`src/core/pscp_pkg.sv`:
```
package pscp_pkg;

  ////////////////////////////////////////////////////////////////////////////
  // clock and timing
  localparam int CLK_HZ = 20_000_000;
  localparam int CLK_PERIOD_NS = 50;
  localparam int MS_NS = 1_000_000;
  localparam int MS_CYCLES = MS_NS / CLK_PERIOD_NS;
  localparam int PULSE_MAX_HZ = 67_600;
  localparam int PULSE_GAP_CYCLES = CLK_HZ / PULSE_MAX_HZ;

  ////////////////////////////////////////////////////////////////////////////
  // widths
  localparam int AXI_ADDR_W = 8;
  localparam int CNT_W = 24;
  localparam int SPD_W = 16;
  localparam int DLY_W = 7;
  localparam int STOPS_W = 16;
  localparam int ACC_W = 33;

  ////////////////////////////////////////////////////////////////////////////
  // register offsets (byte addresses)
  localparam logic [AXI_ADDR_W-1:0] OFF_CTRL = 8'h00;
  localparam logic [AXI_ADDR_W-1:0] OFF_PRESET = 8'h04;
  localparam logic [AXI_ADDR_W-1:0] OFF_MAXSPD = 8'h08;
  localparam logic [AXI_ADDR_W-1:0] OFF_SYSDLY = 8'h0c;
  localparam logic [AXI_ADDR_W-1:0] OFF_COMPWIN = 8'h10;
  localparam logic [AXI_ADDR_W-1:0] OFF_STATUS = 8'h14;
  localparam logic [AXI_ADDR_W-1:0] OFF_COUNT = 8'h18;
  localparam logic [AXI_ADDR_W-1:0] OFF_RAMPCNT = 8'h1c;
  localparam logic [AXI_ADDR_W-1:0] OFF_CARRY = 8'h20;
  localparam logic [AXI_ADDR_W-1:0] OFF_SPEED = 8'h24;

  ////////////////////////////////////////////////////////////////////////////
  // field positions and reset values
  localparam int STAT_OVR_BIT = 8;
  localparam logic [2:0] MODE_RST = 3'h0;
  localparam logic [CNT_W-1:0] PRESET_RST = 24'h0186a0;
  localparam logic [CNT_W-1:0] PRESET_MAX = 24'h98967f;
  localparam logic [DLY_W-1:0] SYSDLY_RST = 7'h0a;
  localparam logic [DLY_W-1:0] SYSDLY_MAX = 7'h64;
  localparam logic [SPD_W-1:0] MAXSPD_RST = 16'h1388;
  localparam logic [SPD_W-1:0] COMPWIN_RST = 16'h0064;

  ////////////////////////////////////////////////////////////////////////////
  // stop modes
  localparam logic [2:0] MODE_RAMP = 3'h0;
  localparam logic [2:0] MODE_CNT_RST = 3'h1;
  localparam logic [2:0] MODE_CNT_KEEP = 3'h2;
  localparam logic [2:0] MODE_SPD = 3'h3;
  localparam logic [2:0] MODE_SPD_CNT_RST = 3'h4;
  localparam logic [2:0] MODE_SPD_CNT_KEEP = 3'h5;

  localparam logic [1:0] RESP_OKAY = 2'h0;
  localparam logic [1:0] RESP_SLVERR = 2'h2;

  typedef enum logic [3:0] {
    ST_IDLE = 4'h1,
    ST_RUN = 4'h2,
    ST_DELAY = 4'h4,
    ST_RAMP = 4'h8
  } pscp_state_t;

endpackage

```
`src/core/pscp_sync.sv`:
```
`timescale 1ns/1ps
module pscp_sync #(
  parameter int WIDTH = 2
) (
  input logic aclk,
  input logic aresetn,
  input logic [WIDTH-1:0] async_in,
  output logic [WIDTH-1:0] rise,
  output logic [WIDTH-1:0] fall
);

  logic [WIDTH-1:0] meta_r;
  logic [WIDTH-1:0] stage_r;
  logic [WIDTH-1:0] last_r;

  genvar i;
  generate
    for (i = 0; i < WIDTH; i++) begin : g_bit
      // edges come from the second and third stage only
      always_ff @(posedge aclk) begin
        if (!aresetn) begin
          meta_r[i] <= 1'b0;
          stage_r[i] <= 1'b0;
          last_r[i] <= 1'b0;
        end else begin
          meta_r[i] <= async_in[i];
          stage_r[i] <= meta_r[i];
          last_r[i] <= stage_r[i];
        end
      end
      assign rise[i] = stage_r[i] & ~last_r[i];
      assign fall[i] = ~stage_r[i] & last_r[i];
    end
  endgenerate

endmodule

```
`src/core/pscp_top.sv`:
```
// The implementer's own choices: the address map and the AXI4-Lite register port.
`timescale 1ns/1ps
// Function
// - counting stop: run until preset pulses arrive
// - counting starts on stop-to-start edge
// - speed-compensated: delay stop below max speed
// - mode 1: clear ramp-down pulses after stop
// - mode 2: deduct ramp-down pulses from preset
// - mode 0: plain ramp stop, no counting
// - pulse preset configurable, default 100000
// - pulse input handles up to 67.6 kHz
// - system delay 0-100 ms, default 10 ms
// - system delay only in speed-compensated modes
// - modes 3,4,5 are speed-compensated variants
module pscp_top
  import pscp_pkg::*;
#(
  parameter int MS_CYC = MS_CYCLES
) (
  input logic aclk,
  input logic aresetn,
  input logic [AXI_ADDR_W-1:0] awaddr,
  input logic [2:0] awprot,
  input logic awvalid,
  output logic awready,
  input logic [31:0] wdata,
  input logic [3:0] wstrb,
  input logic wvalid,
  output logic wready,
  output logic [1:0] bresp,
  output logic bvalid,
  input logic bready,
  input logic [AXI_ADDR_W-1:0] araddr,
  input logic [2:0] arprot,
  input logic arvalid,
  output logic arready,
  output logic [31:0] rdata,
  output logic [1:0] rresp,
  output logic rvalid,
  input logic rready,
  input logic pulse_in,
  input logic start_in,
  input logic [SPD_W-1:0] speed_in,
  input logic zero_speed_in,
  output logic stop_req,
  output logic running
);

  localparam int MS_W = $clog2(MS_CYC + 1);
  localparam int GAP_W = $clog2(PULSE_GAP_CYCLES + 1);

  pscp_state_t state_r;
  logic [2:0] mode_r;
  logic [2:0] run_mode_r;
  logic [CNT_W-1:0] preset_r;
  logic [SPD_W-1:0] maxspd_r;
  logic [DLY_W-1:0] sysdly_r;
  logic [SPD_W-1:0] compwin_r;
  logic [CNT_W-1:0] count_r;
  logic [CNT_W-1:0] ramp_cnt_r;
  logic [CNT_W-1:0] carry_r;
  logic [STOPS_W-1:0] stops_r;
  logic [ACC_W-1:0] dly_acc_r;
  logic [ACC_W-1:0] dly_goal_r;
  logic [SPD_W-1:0] dly_step_r;
  logic [MS_W-1:0] ms_cnt_r;
  logic [GAP_W-1:0] gap_r;
  logic ovr_r;
  logic aw_full_r;
  logic w_full_r;
  logic [AXI_ADDR_W-1:0] aw_addr_r;
  logic [31:0] w_data_r;
  logic [3:0] w_strb_r;
  logic [1:0] rise;
  logic [1:0] fall;
  logic pulse_rise;
  logic start_rise;
  logic start_fall;
  logic cnt_mode;
  logic spd_mode;
  logic keep_mode;
  logic [CNT_W-1:0] target;
  logic count_hit;
  logic stop_event;
  logic enter_ramp;
  logic ramp_exit;
  logic delay_done;
  logic ms_tick;
  logic [SPD_W-1:0] spd_gap;
  logic wr_fire;
  logic wr_hit;
  logic [AXI_ADDR_W-1:0] wr_off;
  logic [AXI_ADDR_W-1:0] rd_off;
  logic [31:0] rd_word;
  logic rd_hit;
  logic ovr_clr;

  function automatic logic [31:0] merge(input logic [31:0] old, input logic [31:0] nw, input logic [3:0] strb);
    logic [31:0] res;
    res = old;
    for (int b = 0; b < 4; b++) begin
      if (strb[b]) begin
        res[8*b +: 8] = nw[8*b +: 8];
      end
    end
    return res;
  endfunction

  //////////////////////////////////////////////////////////////////////////////
  // pin synchronisers: bit 0 pulse, bit 1 start

  pscp_sync #(
    .WIDTH(2)
  ) u_sync (
    .aclk(aclk),
    .aresetn(aresetn),
    .async_in({start_in, pulse_in}),
    .rise(rise),
    .fall(fall)
  );

  assign pulse_rise = rise[0];
  assign start_rise = rise[1];
  assign start_fall = fall[1];

  //////////////////////////////////////////////////////////////////////////////
  // mode decode, latched at start so a mid-run write cannot tear a cycle

  assign spd_mode = (run_mode_r == MODE_SPD) || (run_mode_r == MODE_SPD_CNT_RST) ||
                    (run_mode_r == MODE_SPD_CNT_KEEP);
  // mode 0 and 3 never count
  assign cnt_mode = (run_mode_r == MODE_CNT_RST) || (run_mode_r == MODE_CNT_KEEP) ||
                    (run_mode_r == MODE_SPD_CNT_RST) || (run_mode_r == MODE_SPD_CNT_KEEP);
  assign keep_mode = (run_mode_r == MODE_CNT_KEEP) || (run_mode_r == MODE_SPD_CNT_KEEP);

  assign target = (keep_mode && (carry_r >= preset_r)) ? '0 : (keep_mode ? preset_r - carry_r : preset_r);

  assign count_hit = cnt_mode && (count_r >= target);
  assign stop_event = (state_r == ST_RUN) && (start_fall || count_hit);
  assign enter_ramp = (stop_event && !spd_mode) || ((state_r == ST_DELAY) && delay_done);
  assign ramp_exit = (state_r == ST_RAMP) && zero_speed_in;

  //////////////////////////////////////////////////////////////////////////////
  // state machine

  always_ff @(posedge aclk) begin
    if (!aresetn) begin
      state_r <= ST_IDLE;
    end else begin
      unique case (state_r)
        ST_IDLE: begin
          // run opens on the start edge
          if (start_rise) begin
            state_r <= ST_RUN;
          end
        end
        ST_RUN: begin
          if (stop_event) begin
            state_r <= spd_mode ? ST_DELAY : ST_RAMP;
          end
        end
        ST_DELAY: begin
          if (delay_done) begin
            state_r <= ST_RAMP;
          end
        end
        ST_RAMP: begin
          if (zero_speed_in) begin
            state_r <= ST_IDLE;
          end
        end
        default: state_r <= ST_IDLE;
      endcase
    end
  end

  always_ff @(posedge aclk) begin
    if (!aresetn) begin
      run_mode_r <= MODE_RST;
    end else if ((state_r == ST_IDLE) && start_rise) begin
      run_mode_r <= mode_r;
    end
  end

  //////////////////////////////////////////////////////////////////////////////
  // speed-compensated delay: wait until the distance lost to the speed shortfall
  // over the window is matched at full-speed rate, minus the sensor latency

  assign spd_gap = (speed_in >= maxspd_r) ? '0 : maxspd_r - speed_in;
  assign ms_tick = (ms_cnt_r == MS_W'(MS_CYC - 1));
  assign delay_done = (dly_acc_r >= dly_goal_r);

  always_ff @(posedge aclk) begin
    if (!aresetn) begin
      ms_cnt_r <= '0;
    end else if ((state_r != ST_DELAY) || ms_tick) begin
      ms_cnt_r <= '0;
    end else begin
      ms_cnt_r <= ms_cnt_r + 1'b1;
    end
  end

  always_ff @(posedge aclk) begin
    if (!aresetn) begin
      dly_acc_r <= '0;
      dly_goal_r <= '0;
      dly_step_r <= '0;
    end else if (stop_event && spd_mode) begin
      // latency counts as delay already spent
      dly_acc_r <= {{(ACC_W-DLY_W){1'b0}}, sysdly_r} * {{(ACC_W-SPD_W){1'b0}}, maxspd_r};
      dly_goal_r <= {{(ACC_W-SPD_W){1'b0}}, compwin_r} * {{(ACC_W-SPD_W){1'b0}}, spd_gap};
      dly_step_r <= maxspd_r;
    end else if ((state_r == ST_DELAY) && ms_tick && !delay_done) begin
      dly_acc_r <= dly_acc_r + {{(ACC_W-SPD_W){1'b0}}, dly_step_r};
    end
  end

  //////////////////////////////////////////////////////////////////////////////
  // pulse counters

  always_ff @(posedge aclk) begin
    if (!aresetn) begin
      count_r <= '0;
    end else if ((state_r == ST_IDLE) && start_rise) begin
      count_r <= '0;
    end else if (cnt_mode && pulse_rise && (state_r == ST_RUN || state_r == ST_DELAY) && (&count_r == 1'b0)) begin
      count_r <= count_r + 1'b1;
    end
  end

  always_ff @(posedge aclk) begin
    if (!aresetn) begin
      ramp_cnt_r <= '0;
    end else if (enter_ramp) begin
      ramp_cnt_r <= '0;
    end else if (ramp_exit && !keep_mode) begin
      ramp_cnt_r <= '0;
    end else if (cnt_mode && pulse_rise && (state_r == ST_RAMP) && (&ramp_cnt_r == 1'b0)) begin
      ramp_cnt_r <= ramp_cnt_r + 1'b1;
    end
  end

  always_ff @(posedge aclk) begin
    if (!aresetn) begin
      carry_r <= '0;
    end else if (wr_fire && (wr_off == OFF_PRESET)) begin
      carry_r <= '0;
    end else if (ramp_exit && cnt_mode) begin
      if (keep_mode) begin
        carry_r <= (carry_r + ramp_cnt_r < carry_r) ? '1 : carry_r + ramp_cnt_r;
      end else begin
        carry_r <= '0;
      end
    end
  end

  always_ff @(posedge aclk) begin
    if (!aresetn) begin
      stops_r <= '0;
    end else if (ramp_exit) begin
      stops_r <= stops_r + 1'b1;
    end
  end

  //////////////////////////////////////////////////////////////////////////////
  // pulse rate watch: edges closer than the top rate may have been merged

  always_ff @(posedge aclk) begin
    if (!aresetn) begin
      gap_r <= GAP_W'(PULSE_GAP_CYCLES);
    end else if (pulse_rise) begin
      gap_r <= '0;
    end else if (gap_r != GAP_W'(PULSE_GAP_CYCLES)) begin
      gap_r <= gap_r + 1'b1;
    end
  end

  assign ovr_clr = wr_fire && (wr_off == OFF_STATUS) && w_strb_r[1] && w_data_r[STAT_OVR_BIT];

  always_ff @(posedge aclk) begin
    if (!aresetn) begin
      ovr_r <= 1'b0;
    end else if (pulse_rise && (gap_r < GAP_W'(PULSE_GAP_CYCLES - 1))) begin
      ovr_r <= 1'b1;
    end else if (ovr_clr) begin
      ovr_r <= 1'b0;
    end
  end

  //////////////////////////////////////////////////////////////////////////////
  // drive-side outputs

  always_ff @(posedge aclk) begin
    if (!aresetn) begin
      stop_req <= 1'b0;
      running <= 1'b0;
    end else begin
      if (enter_ramp) begin
        stop_req <= 1'b1;
      end else if (ramp_exit) begin
        stop_req <= 1'b0;
      end
      if ((state_r == ST_IDLE) && start_rise) begin
        running <= 1'b1;
      end else if (ramp_exit) begin
        running <= 1'b0;
      end
    end
  end

  //////////////////////////////////////////////////////////////////////////////
  // configuration registers

  assign wr_off = {aw_addr_r[AXI_ADDR_W-1:2], 2'b00};
  assign wr_fire = aw_full_r && w_full_r && !bvalid;
  assign wr_hit = (wr_off <= OFF_SPEED);

  always_ff @(posedge aclk) begin
    if (!aresetn) begin
      mode_r <= MODE_RST;
      preset_r <= PRESET_RST;
      maxspd_r <= MAXSPD_RST;
      sysdly_r <= SYSDLY_RST;
      compwin_r <= COMPWIN_RST;
    end else if (wr_fire) begin
      case (wr_off)
        OFF_CTRL: begin
          // unknown codes keep the old mode
          if (merge({29'h0, mode_r}, w_data_r, w_strb_r) <= {29'h0, MODE_SPD_CNT_KEEP}) begin
            mode_r <= w_strb_r[0] ? w_data_r[2:0] : mode_r;
          end
        end
        OFF_PRESET: begin
          if (merge({8'h0, preset_r}, w_data_r, w_strb_r) > {8'h0, PRESET_MAX}) begin
            preset_r <= PRESET_MAX;
          end else begin
            preset_r <= CNT_W'(merge({8'h0, preset_r}, w_data_r, w_strb_r));
          end
        end
        OFF_MAXSPD: maxspd_r <= SPD_W'(merge({16'h0, maxspd_r}, w_data_r, w_strb_r));
        OFF_SYSDLY: begin
          if (merge({25'h0, sysdly_r}, w_data_r, w_strb_r) > {25'h0, SYSDLY_MAX}) begin
            sysdly_r <= SYSDLY_MAX;
          end else begin
            sysdly_r <= w_strb_r[0] ? w_data_r[DLY_W-1:0] : sysdly_r;
          end
        end
        OFF_COMPWIN: compwin_r <= SPD_W'(merge({16'h0, compwin_r}, w_data_r, w_strb_r));
        default: ;
      endcase
    end
  end

  //////////////////////////////////////////////////////////////////////////////
  // axi4-lite write channels

  always_ff @(posedge aclk) begin
    if (!aresetn) begin
      awready <= 1'b0;
      aw_full_r <= 1'b0;
      aw_addr_r <= '0;
    end else if (awvalid && awready) begin
      awready <= 1'b0;
      aw_full_r <= 1'b1;
      aw_addr_r <= awaddr;
    end else if (wr_fire) begin
      aw_full_r <= 1'b0;
    end else if (!aw_full_r && !bvalid) begin
      awready <= 1'b1;
    end
  end

  always_ff @(posedge aclk) begin
    if (!aresetn) begin
      wready <= 1'b0;
      w_full_r <= 1'b0;
      w_data_r <= '0;
      w_strb_r <= '0;
    end else if (wvalid && wready) begin
      wready <= 1'b0;
      w_full_r <= 1'b1;
      w_data_r <= wdata;
      w_strb_r <= wstrb;
    end else if (wr_fire) begin
      w_full_r <= 1'b0;
    end else if (!w_full_r && !bvalid) begin
      wready <= 1'b1;
    end
  end

  always_ff @(posedge aclk) begin
    if (!aresetn) begin
      bvalid <= 1'b0;
      bresp <= RESP_OKAY;
    end else if (wr_fire) begin
      bvalid <= 1'b1;
      bresp <= wr_hit ? RESP_OKAY : RESP_SLVERR;
    end else if (bvalid && bready) begin
      bvalid <= 1'b0;
    end
  end

  //////////////////////////////////////////////////////////////////////////////
  // axi4-lite read channels

  assign rd_off = {araddr[AXI_ADDR_W-1:2], 2'b00};

  always_comb begin
    rd_word = '0;
    rd_hit = 1'b1;
    case (rd_off)
      OFF_CTRL: rd_word = {29'h0, mode_r};
      OFF_PRESET: rd_word = {8'h0, preset_r};
      OFF_MAXSPD: rd_word = {16'h0, maxspd_r};
      OFF_SYSDLY: rd_word = {25'h0, sysdly_r};
      OFF_COMPWIN: rd_word = {16'h0, compwin_r};
      OFF_STATUS: rd_word = {stops_r, 7'h0, ovr_r, 2'h0, running, stop_req, state_r};
      OFF_COUNT: rd_word = {8'h0, count_r};
      OFF_RAMPCNT: rd_word = {8'h0, ramp_cnt_r};
      OFF_CARRY: rd_word = {8'h0, carry_r};
      OFF_SPEED: rd_word = {16'h0, speed_in};
      default: rd_hit = 1'b0;
    endcase
  end

  always_ff @(posedge aclk) begin
    if (!aresetn) begin
      arready <= 1'b0;
      rvalid <= 1'b0;
      rdata <= '0;
      rresp <= RESP_OKAY;
    end else if (arvalid && arready) begin
      arready <= 1'b0;
      rvalid <= 1'b1;
      rdata <= rd_word;
      rresp <= rd_hit ? RESP_OKAY : RESP_SLVERR;
    end else if (rvalid && rready) begin
      rvalid <= 1'b0;
    end else if (!rvalid && !arready) begin
      arready <= 1'b1;
    end
  end

endmodule

```
`config.mk`:
```
export PLATFORM = sky130hd
export DESIGN_NAME = pscp_top
export DESIGN_NICKNAME = d
export VERILOG_FILES = /design/src/core/pscp_pkg.sv /design/src/core/pscp_sync.sv /design/src/core/pscp_top.sv
export SDC_FILE = /design/constraint.sdc
export NUM_CORES = 2
export LEC_CHECK = 0
export BUFFER_PORTS_ARGS = -buffer_cell sky130_fd_sc_hd__buf_4
export CAP_MARGIN = 20
export CORE_MARGIN = 2
export CORE_UTILIZATION = 55
export DETAILED_ROUTE_END_ITERATION = 6
export PLACE_DENSITY = 0.69
export SETUP_SLACK_MARGIN = 0.3
export SYNTH_ARGS = -nofsm -noshare
export SYNTH_HDL_FRONTEND = slang
export SYNTH_SLANG_ARGS = --single-unit
```
`constraint.sdc`:
```
create_clock -name aclk -period 16.06 [get_ports aclk]
set_clock_uncertainty 0.05 [all_clocks]
set_input_delay 3.212 -clock aclk [delete_from_list [all_inputs] [get_ports aclk]]
set_output_delay 3.212 -clock aclk [all_outputs]
set_load 0.01 [all_outputs]
```
# Yosys cells after proc, flatten, opt, wreduce, memory -nomap -nowiden
# Cells that the tools add are included.
# op_classes
order_cmp,10
mul,2
n_mux,78
addsub,9
eq_ne,30
bitwise_logic,11
reduce_logical,85
# ops
cell,n
2-to-1 mux 8 bit,44
case mux 32 bit (10 select lines),1
2-to-1 mux 24 bit,5
"adder 24 x 1 -> 24 bit, second input constant",2
>= comparator 24 bit,2
AND reduction 24 bit,2
2-to-1 mux 23 bit,2
"equality test 6 x 3 -> 1 bit, second input constant",6
adder 33 x 16 -> 33 bit,1
>= comparator 33 x 32 -> 1 bit,1
"greater-than comparator 32 x 24 -> 1 bit, second input constant",1
"greater-than comparator 32 x 7 -> 1 bit, second input constant",1
"less-or-equal comparator 32 x 3 -> 1 bit, second input constant",1
logical AND 1 bit,32
multiplier 16 x 16 -> 32 bit,1
adder 24 bit,1
"equality test 6 x 2 -> 1 bit, second input constant",4
< comparator 24 bit,1
subtractor 24 bit,1
multiplier 7 x 16 -> 23 bit,1
2-to-1 mux 4 bit,5
nonzero test 2 bit,10
2-to-1 mux 9 bit,2
"adder 16 x 1 -> 16 bit, second input constant",1
other kinds (35),97
# word_totals
input_bits,84
reg_bits,362
output_inout_bits,43

# Longest topological paths before layout
# logic_depth
ltp_word,11
ltp_mapped,36

# By module
# From an unflattened synthesis, not the netlist that was laid out.
# unflattened
hier_cells,3970
area_unflattened_um2,32805.2
# modules_own_cells
mod,area_each_um2,cells_each,n_inst,seq_area_each_um2
pscp_top,32622.5,3954,1,7046.8
pscp_sync,182.7,16,1,120.1

# Least setup slack after synthesis
# Ideal clock, no wire load.
# synth_timing
path_type,input port to flip-flop
from,in speed_in[0]
to,reg dly_goal_r[24]
path_stages,32
t_arrival_ps,11042
n_path_buf,2
path_slack_ps,4842
path_cell_list,ha_1 -> fa_1 -> nor2b_1 -> o21ai_1 -> a21boi_0 -> o21ai_1 -> a21boi_1 -> o211a_1 -> o21ai_1 -> buf_2 -> nor3_1 -> buf_2 -> nand2_1 -> fa_1 -> fa_1 -> inv_1 -> fa_1 -> fa_1 -> fa_1 -> inv_1 -> fa_1 -> inv_1 -> ha_1 -> a21o_1 -> a211o_1 -> a31oi_1 -> o21ai_0 -> or3_1 -> a31o_2 -> a21oi_1 -> xnor2_1 -> o22ai_1
# synth_via
elab_chain_cells,3
word_cells_on_any_way,4
cone_classes,add/sub: 1; mul: 1; order compare: 1; mux: 1
# synth_lines
element,line,rtl
"start, declared",pscp_top.sv:43,"input logic [SPD_W-1:0] speed_in,"
subtractor 16 bit or >= comparator 16 bit (tied branches),pscp_top.sv:189,assign spd_gap = (speed_in >= maxspd_r) ? '0 : maxspd_r - speed_in;
2-to-1 mux 16 bit (*),pscp_top.sv:189,
multiplier 16 x 16 -> 32 bit (*),pscp_top.sv:211,"dly_goal_r <= {{(ACC_W-SPD_W){1'b0}}, compwin_r} * {{(ACC_W-SPD_W){1'b0}}, spd_gap};"
"end signal, assigned",pscp_top.sv:211,
"end, declared",pscp_top.sv:64,logic [ACC_W-1:0] dly_goal_r;
# Every way passes the cells marked *; elsewhere a longest branch is shown, timed or not.
# A chain may end at the register's enable or synchronous reset.

# Worst setup path in the final report
# layout_timing
from,in speed_in[0]
to,reg dly_goal_r[30]
# Same word-level chain as after synthesis.

==> run summary <==
status: complete, but fails checks
failing checks: DRC
Worst-path clk slew: 0.06 ns
GRT Total Usage: 0.3102
CTS-repair resized insts: 0
setup ws final: 4.122 ns
Final Hold Fails: 0
Avg WL per Cell: 19.90 µm
Die Y: 248.6 µm
initial antenna violation count: 1
CP max stage delay: 0.63 ns
CP arrival: 12.32 ns
Seq/Total Area, Yosys: 0.2178
CP dominant cell by count: fa_1
proportion of layout cells with a drive suffix above 1: 0.07706
f_max: 0.08376 GHz
initial core utilization: 0.5564
sinks on the clock net: 358
Tightest Pin Transition: 1.155 ns
synth-to-layout area growth: 8.800%
top cell type by total area after synthesis: dfxtp_1
Mapped Area: 0.03290 mm²
Fill cells: 5378
Slowest cell on crit path: and4_1
number of I/O pins: 127
max cap viols: 0
final setup fails: 0
Req. time, crit path: 16.45 ns
Final Core Density: 0.6054
HPWL Detailed: 71970 µm
most frequent cells in the layout: nand2_1 (574), inv_1 (426), dfxtp_1 (358)
synthesized area per cell: 8.250 µm²
Main synth FF type: dfxtp_1
synth top area cells: dfxtp_1 (22%), fa_1 (16%), ha_1 (12%), nand2_1 (6.5%), inv_1 (4.9%)
CP Capture Type: flip-flop
Comb pwr share: 0.078
drt total wl: 95690 µm
Final Critical Period: 11.94 ns
Post-Layout Cell Count: 4809
flops & latches, synth: 358
antenna cells: 0
first-pass GRT wire length: 153900 µm
RSZ-0062 raised after global routing: false
power share of the clock group: 0.465
Startpoint Class: input pin
TritonCTS buffer count: 41
core area: 0.05913 mm²
period utilization: 0.7434
setup TNS: 0 ns
post-place setup slack: 3.438 ns
Int Pwr: 1.500 mW
area fraction of the dominant cell type after synthesis: 0.2178
Post-synth ARST share: 0
register share of total power: 0.458
Switch Pwr: 0.5191 mW
vias: 28770
# rows: 89
critical path class: in -> reg
number of enable flip-flop cells after synthesis: 0
Setup Buffers After CTS: 0
Power Density: 56.40 mW/mm²
largest net degree at the start of global routing: 97
commonest non-fill, non-tap cell in the layout: nand2_1
Hold Crit Class: reg -> reg
nets: 4668
clk_lat worst skew: 0.59 ns
CP Max Fanout: 17
Die Wd: 248.6 µm
Vias per Instance: 5.983
ANT nets after route: 0
relative slew slack: 0.2289
Die ar.: 0.06179 mm²
gp weighted congestion: 0.9567
Mapped Cells: 3988
CTS tree: yes
count of pins over their slew limit: 0
H-tree Lvls: 2
Sw Ratio: 0.2571
YS warnings: 0
post-synthesis cell type count: 90
Hold-fix buffers, CTS: 0
DRT Pass-1 Iters: 7
number of global-route vias before repair: 27770
root cell of the clock tree: clkbuf_16
Overflow after GRT: 0
clk buf depth: 3
I/O Buffers: 114
Worst IR Drop VDD: 0.00007281 V
Placed Cells incl. Taps: 4737
Leak: 16.31 nW
1st-iter DRT viols: 2204
# DRC: 15
==> kinds of logic (layout without fill, tap and decap cells) <==
kind of cell | Yosys count | count (layout) | synth area share
AOI/OAI and AO/OA | 808 | 808 | 0.1626
buffers and inverters | 611 | 658 | 0.07043
DFF | 358 | 358 | 0.2178
other | 1 | 2 | 0.0001140
and+or+nand+nor | 1394 | 1394 | 0.1992
xor gates and xnor gates | 169 | 169 | 0.04499
muxes | 73 | 73 | 0.02571
adders and majority gates | 574 | 574 | 0.2792
==> worst max-delay path: cells and delay by family <==
kind / cells / cell delay (ns)
buffers and inverters: 5 / 0.55
adders and majority gates: 9 / 4.24
AOI/OAI and AO/OA: 13 / 2.88
xor gates and xnor gates: 1 / 0.19
and+or+nand+nor: 4 / 1.22
==> metal layers <==
| layer | up-vias | track usage | part of all wire |
|---|---|---|---|
| met5 | - | 0 | 0 |
| met4 | 0 | 0.1295 | 0.045 |
| met3 | 223 | 0.05213 | 0.078 |
| met2 | 1028 | 0.4985 | 0.45 |
| met1 | 13910 | 0.4149 | 0.43 |
| li1 | 13620 | - | - |
==> cells in the mapped netlist (44+ instances only) <==
master and instances:
xor2_1 84, dfxtp_1 358, a21o_1 60, fa_1 267, a21oi_1 246, nand2_1 574
o21ai_0 135, mux2i_1 44, o21a_1 46, clkbuf_1 149, nand3_1 89, nor2_1 267
nand4_1 49, nor3_1 66, xnor2_1 85, inv_1 426, and2_1 152, ha_1 307
==> path summary, 6_finish.rpt <==
kind,to,start,depth (start not counted),slack [ns]
hold reg to reg,u_sync.stage_r[1]$_SDFF_PN0_,u_sync.meta_r[1]$_SDFF_PN0_,1,0.39
setup / recovery,dly_goal_r[30]$_SDFFE_PN0P_,speed_in[0],32,4.12
hold / removal,u_sync.stage_r[1]$_SDFF_PN0_,u_sync.meta_r[1]$_SDFF_PN0_,1,0.39
setup reg to reg,dly_goal_r[30]$_SDFFE_PN0P_,maxspd_r[1]$_SDFFE_PN0P_,31,6.23
==> stage by stage <==
| stage | cell area [µm²] | power [mW] | hold WS [ns] |
|---|---|---|---|
| finish | 35800 | 2.019 | 0.3864 |
| CTS | 35750 | 2.029 | 0.3946 |
| floorplan | 32910 | 1.040 | 0.3619 |
| detailed placement | 34430 | 1.099 | 0.3719 |
| global placement | 34410 | 1.096 | 0.3639 |
| global route | 35800 | 2.087 | 0.4093 |
==> registers in the layout, indices dropped and copies added, names as in the netlist, 4 cells and up <==
name / count
dly_acc_r: 33
dly_goal_r: 32
rdata: 32
w_data_r: 32
carry_r: 24
count_r: 24
preset_r: 24
ramp_cnt_r: 24
compwin_r: 16
dly_step_r: 16
maxspd_r: 16
stops_r: 16
ms_cnt_r: 15
gap_r: 9
sysdly_r: 7
aw_addr_r: 6
state_r: 4
w_strb_r: 4
==> layout make-up <==
class | instances | area, µm² | share of cell area
timing repair buffer | 162 | 1251 | 0.03495
clock buffer | 55 | 1189 | 0.03320
sequential | 358 | 7167 | 0.2002
tap | 773 | 967.2 | 0.02702
inverter | 427 | 1608 | 0.04491
clock inverter | 14 | 133.9 | 0.003740
multi-input combinational | 3020 | 23480 | 0.6560
==> power by group through the flow <==
stage / Combinational (mW) / Sequential, mW / Clock, mW
final: 0.157 / 0.924 / 0.938
after floorplan: 0.105 / 0.935 / 0
after global routing: 0.174 / 0.926 / 0.987
after global placement: 0.153 / 0.943 / 0
after detailed placement: 0.156 / 0.943 / 0
after CTS: 0.156 / 0.923 / 0.949
Power figures use the tool's default switching activity.
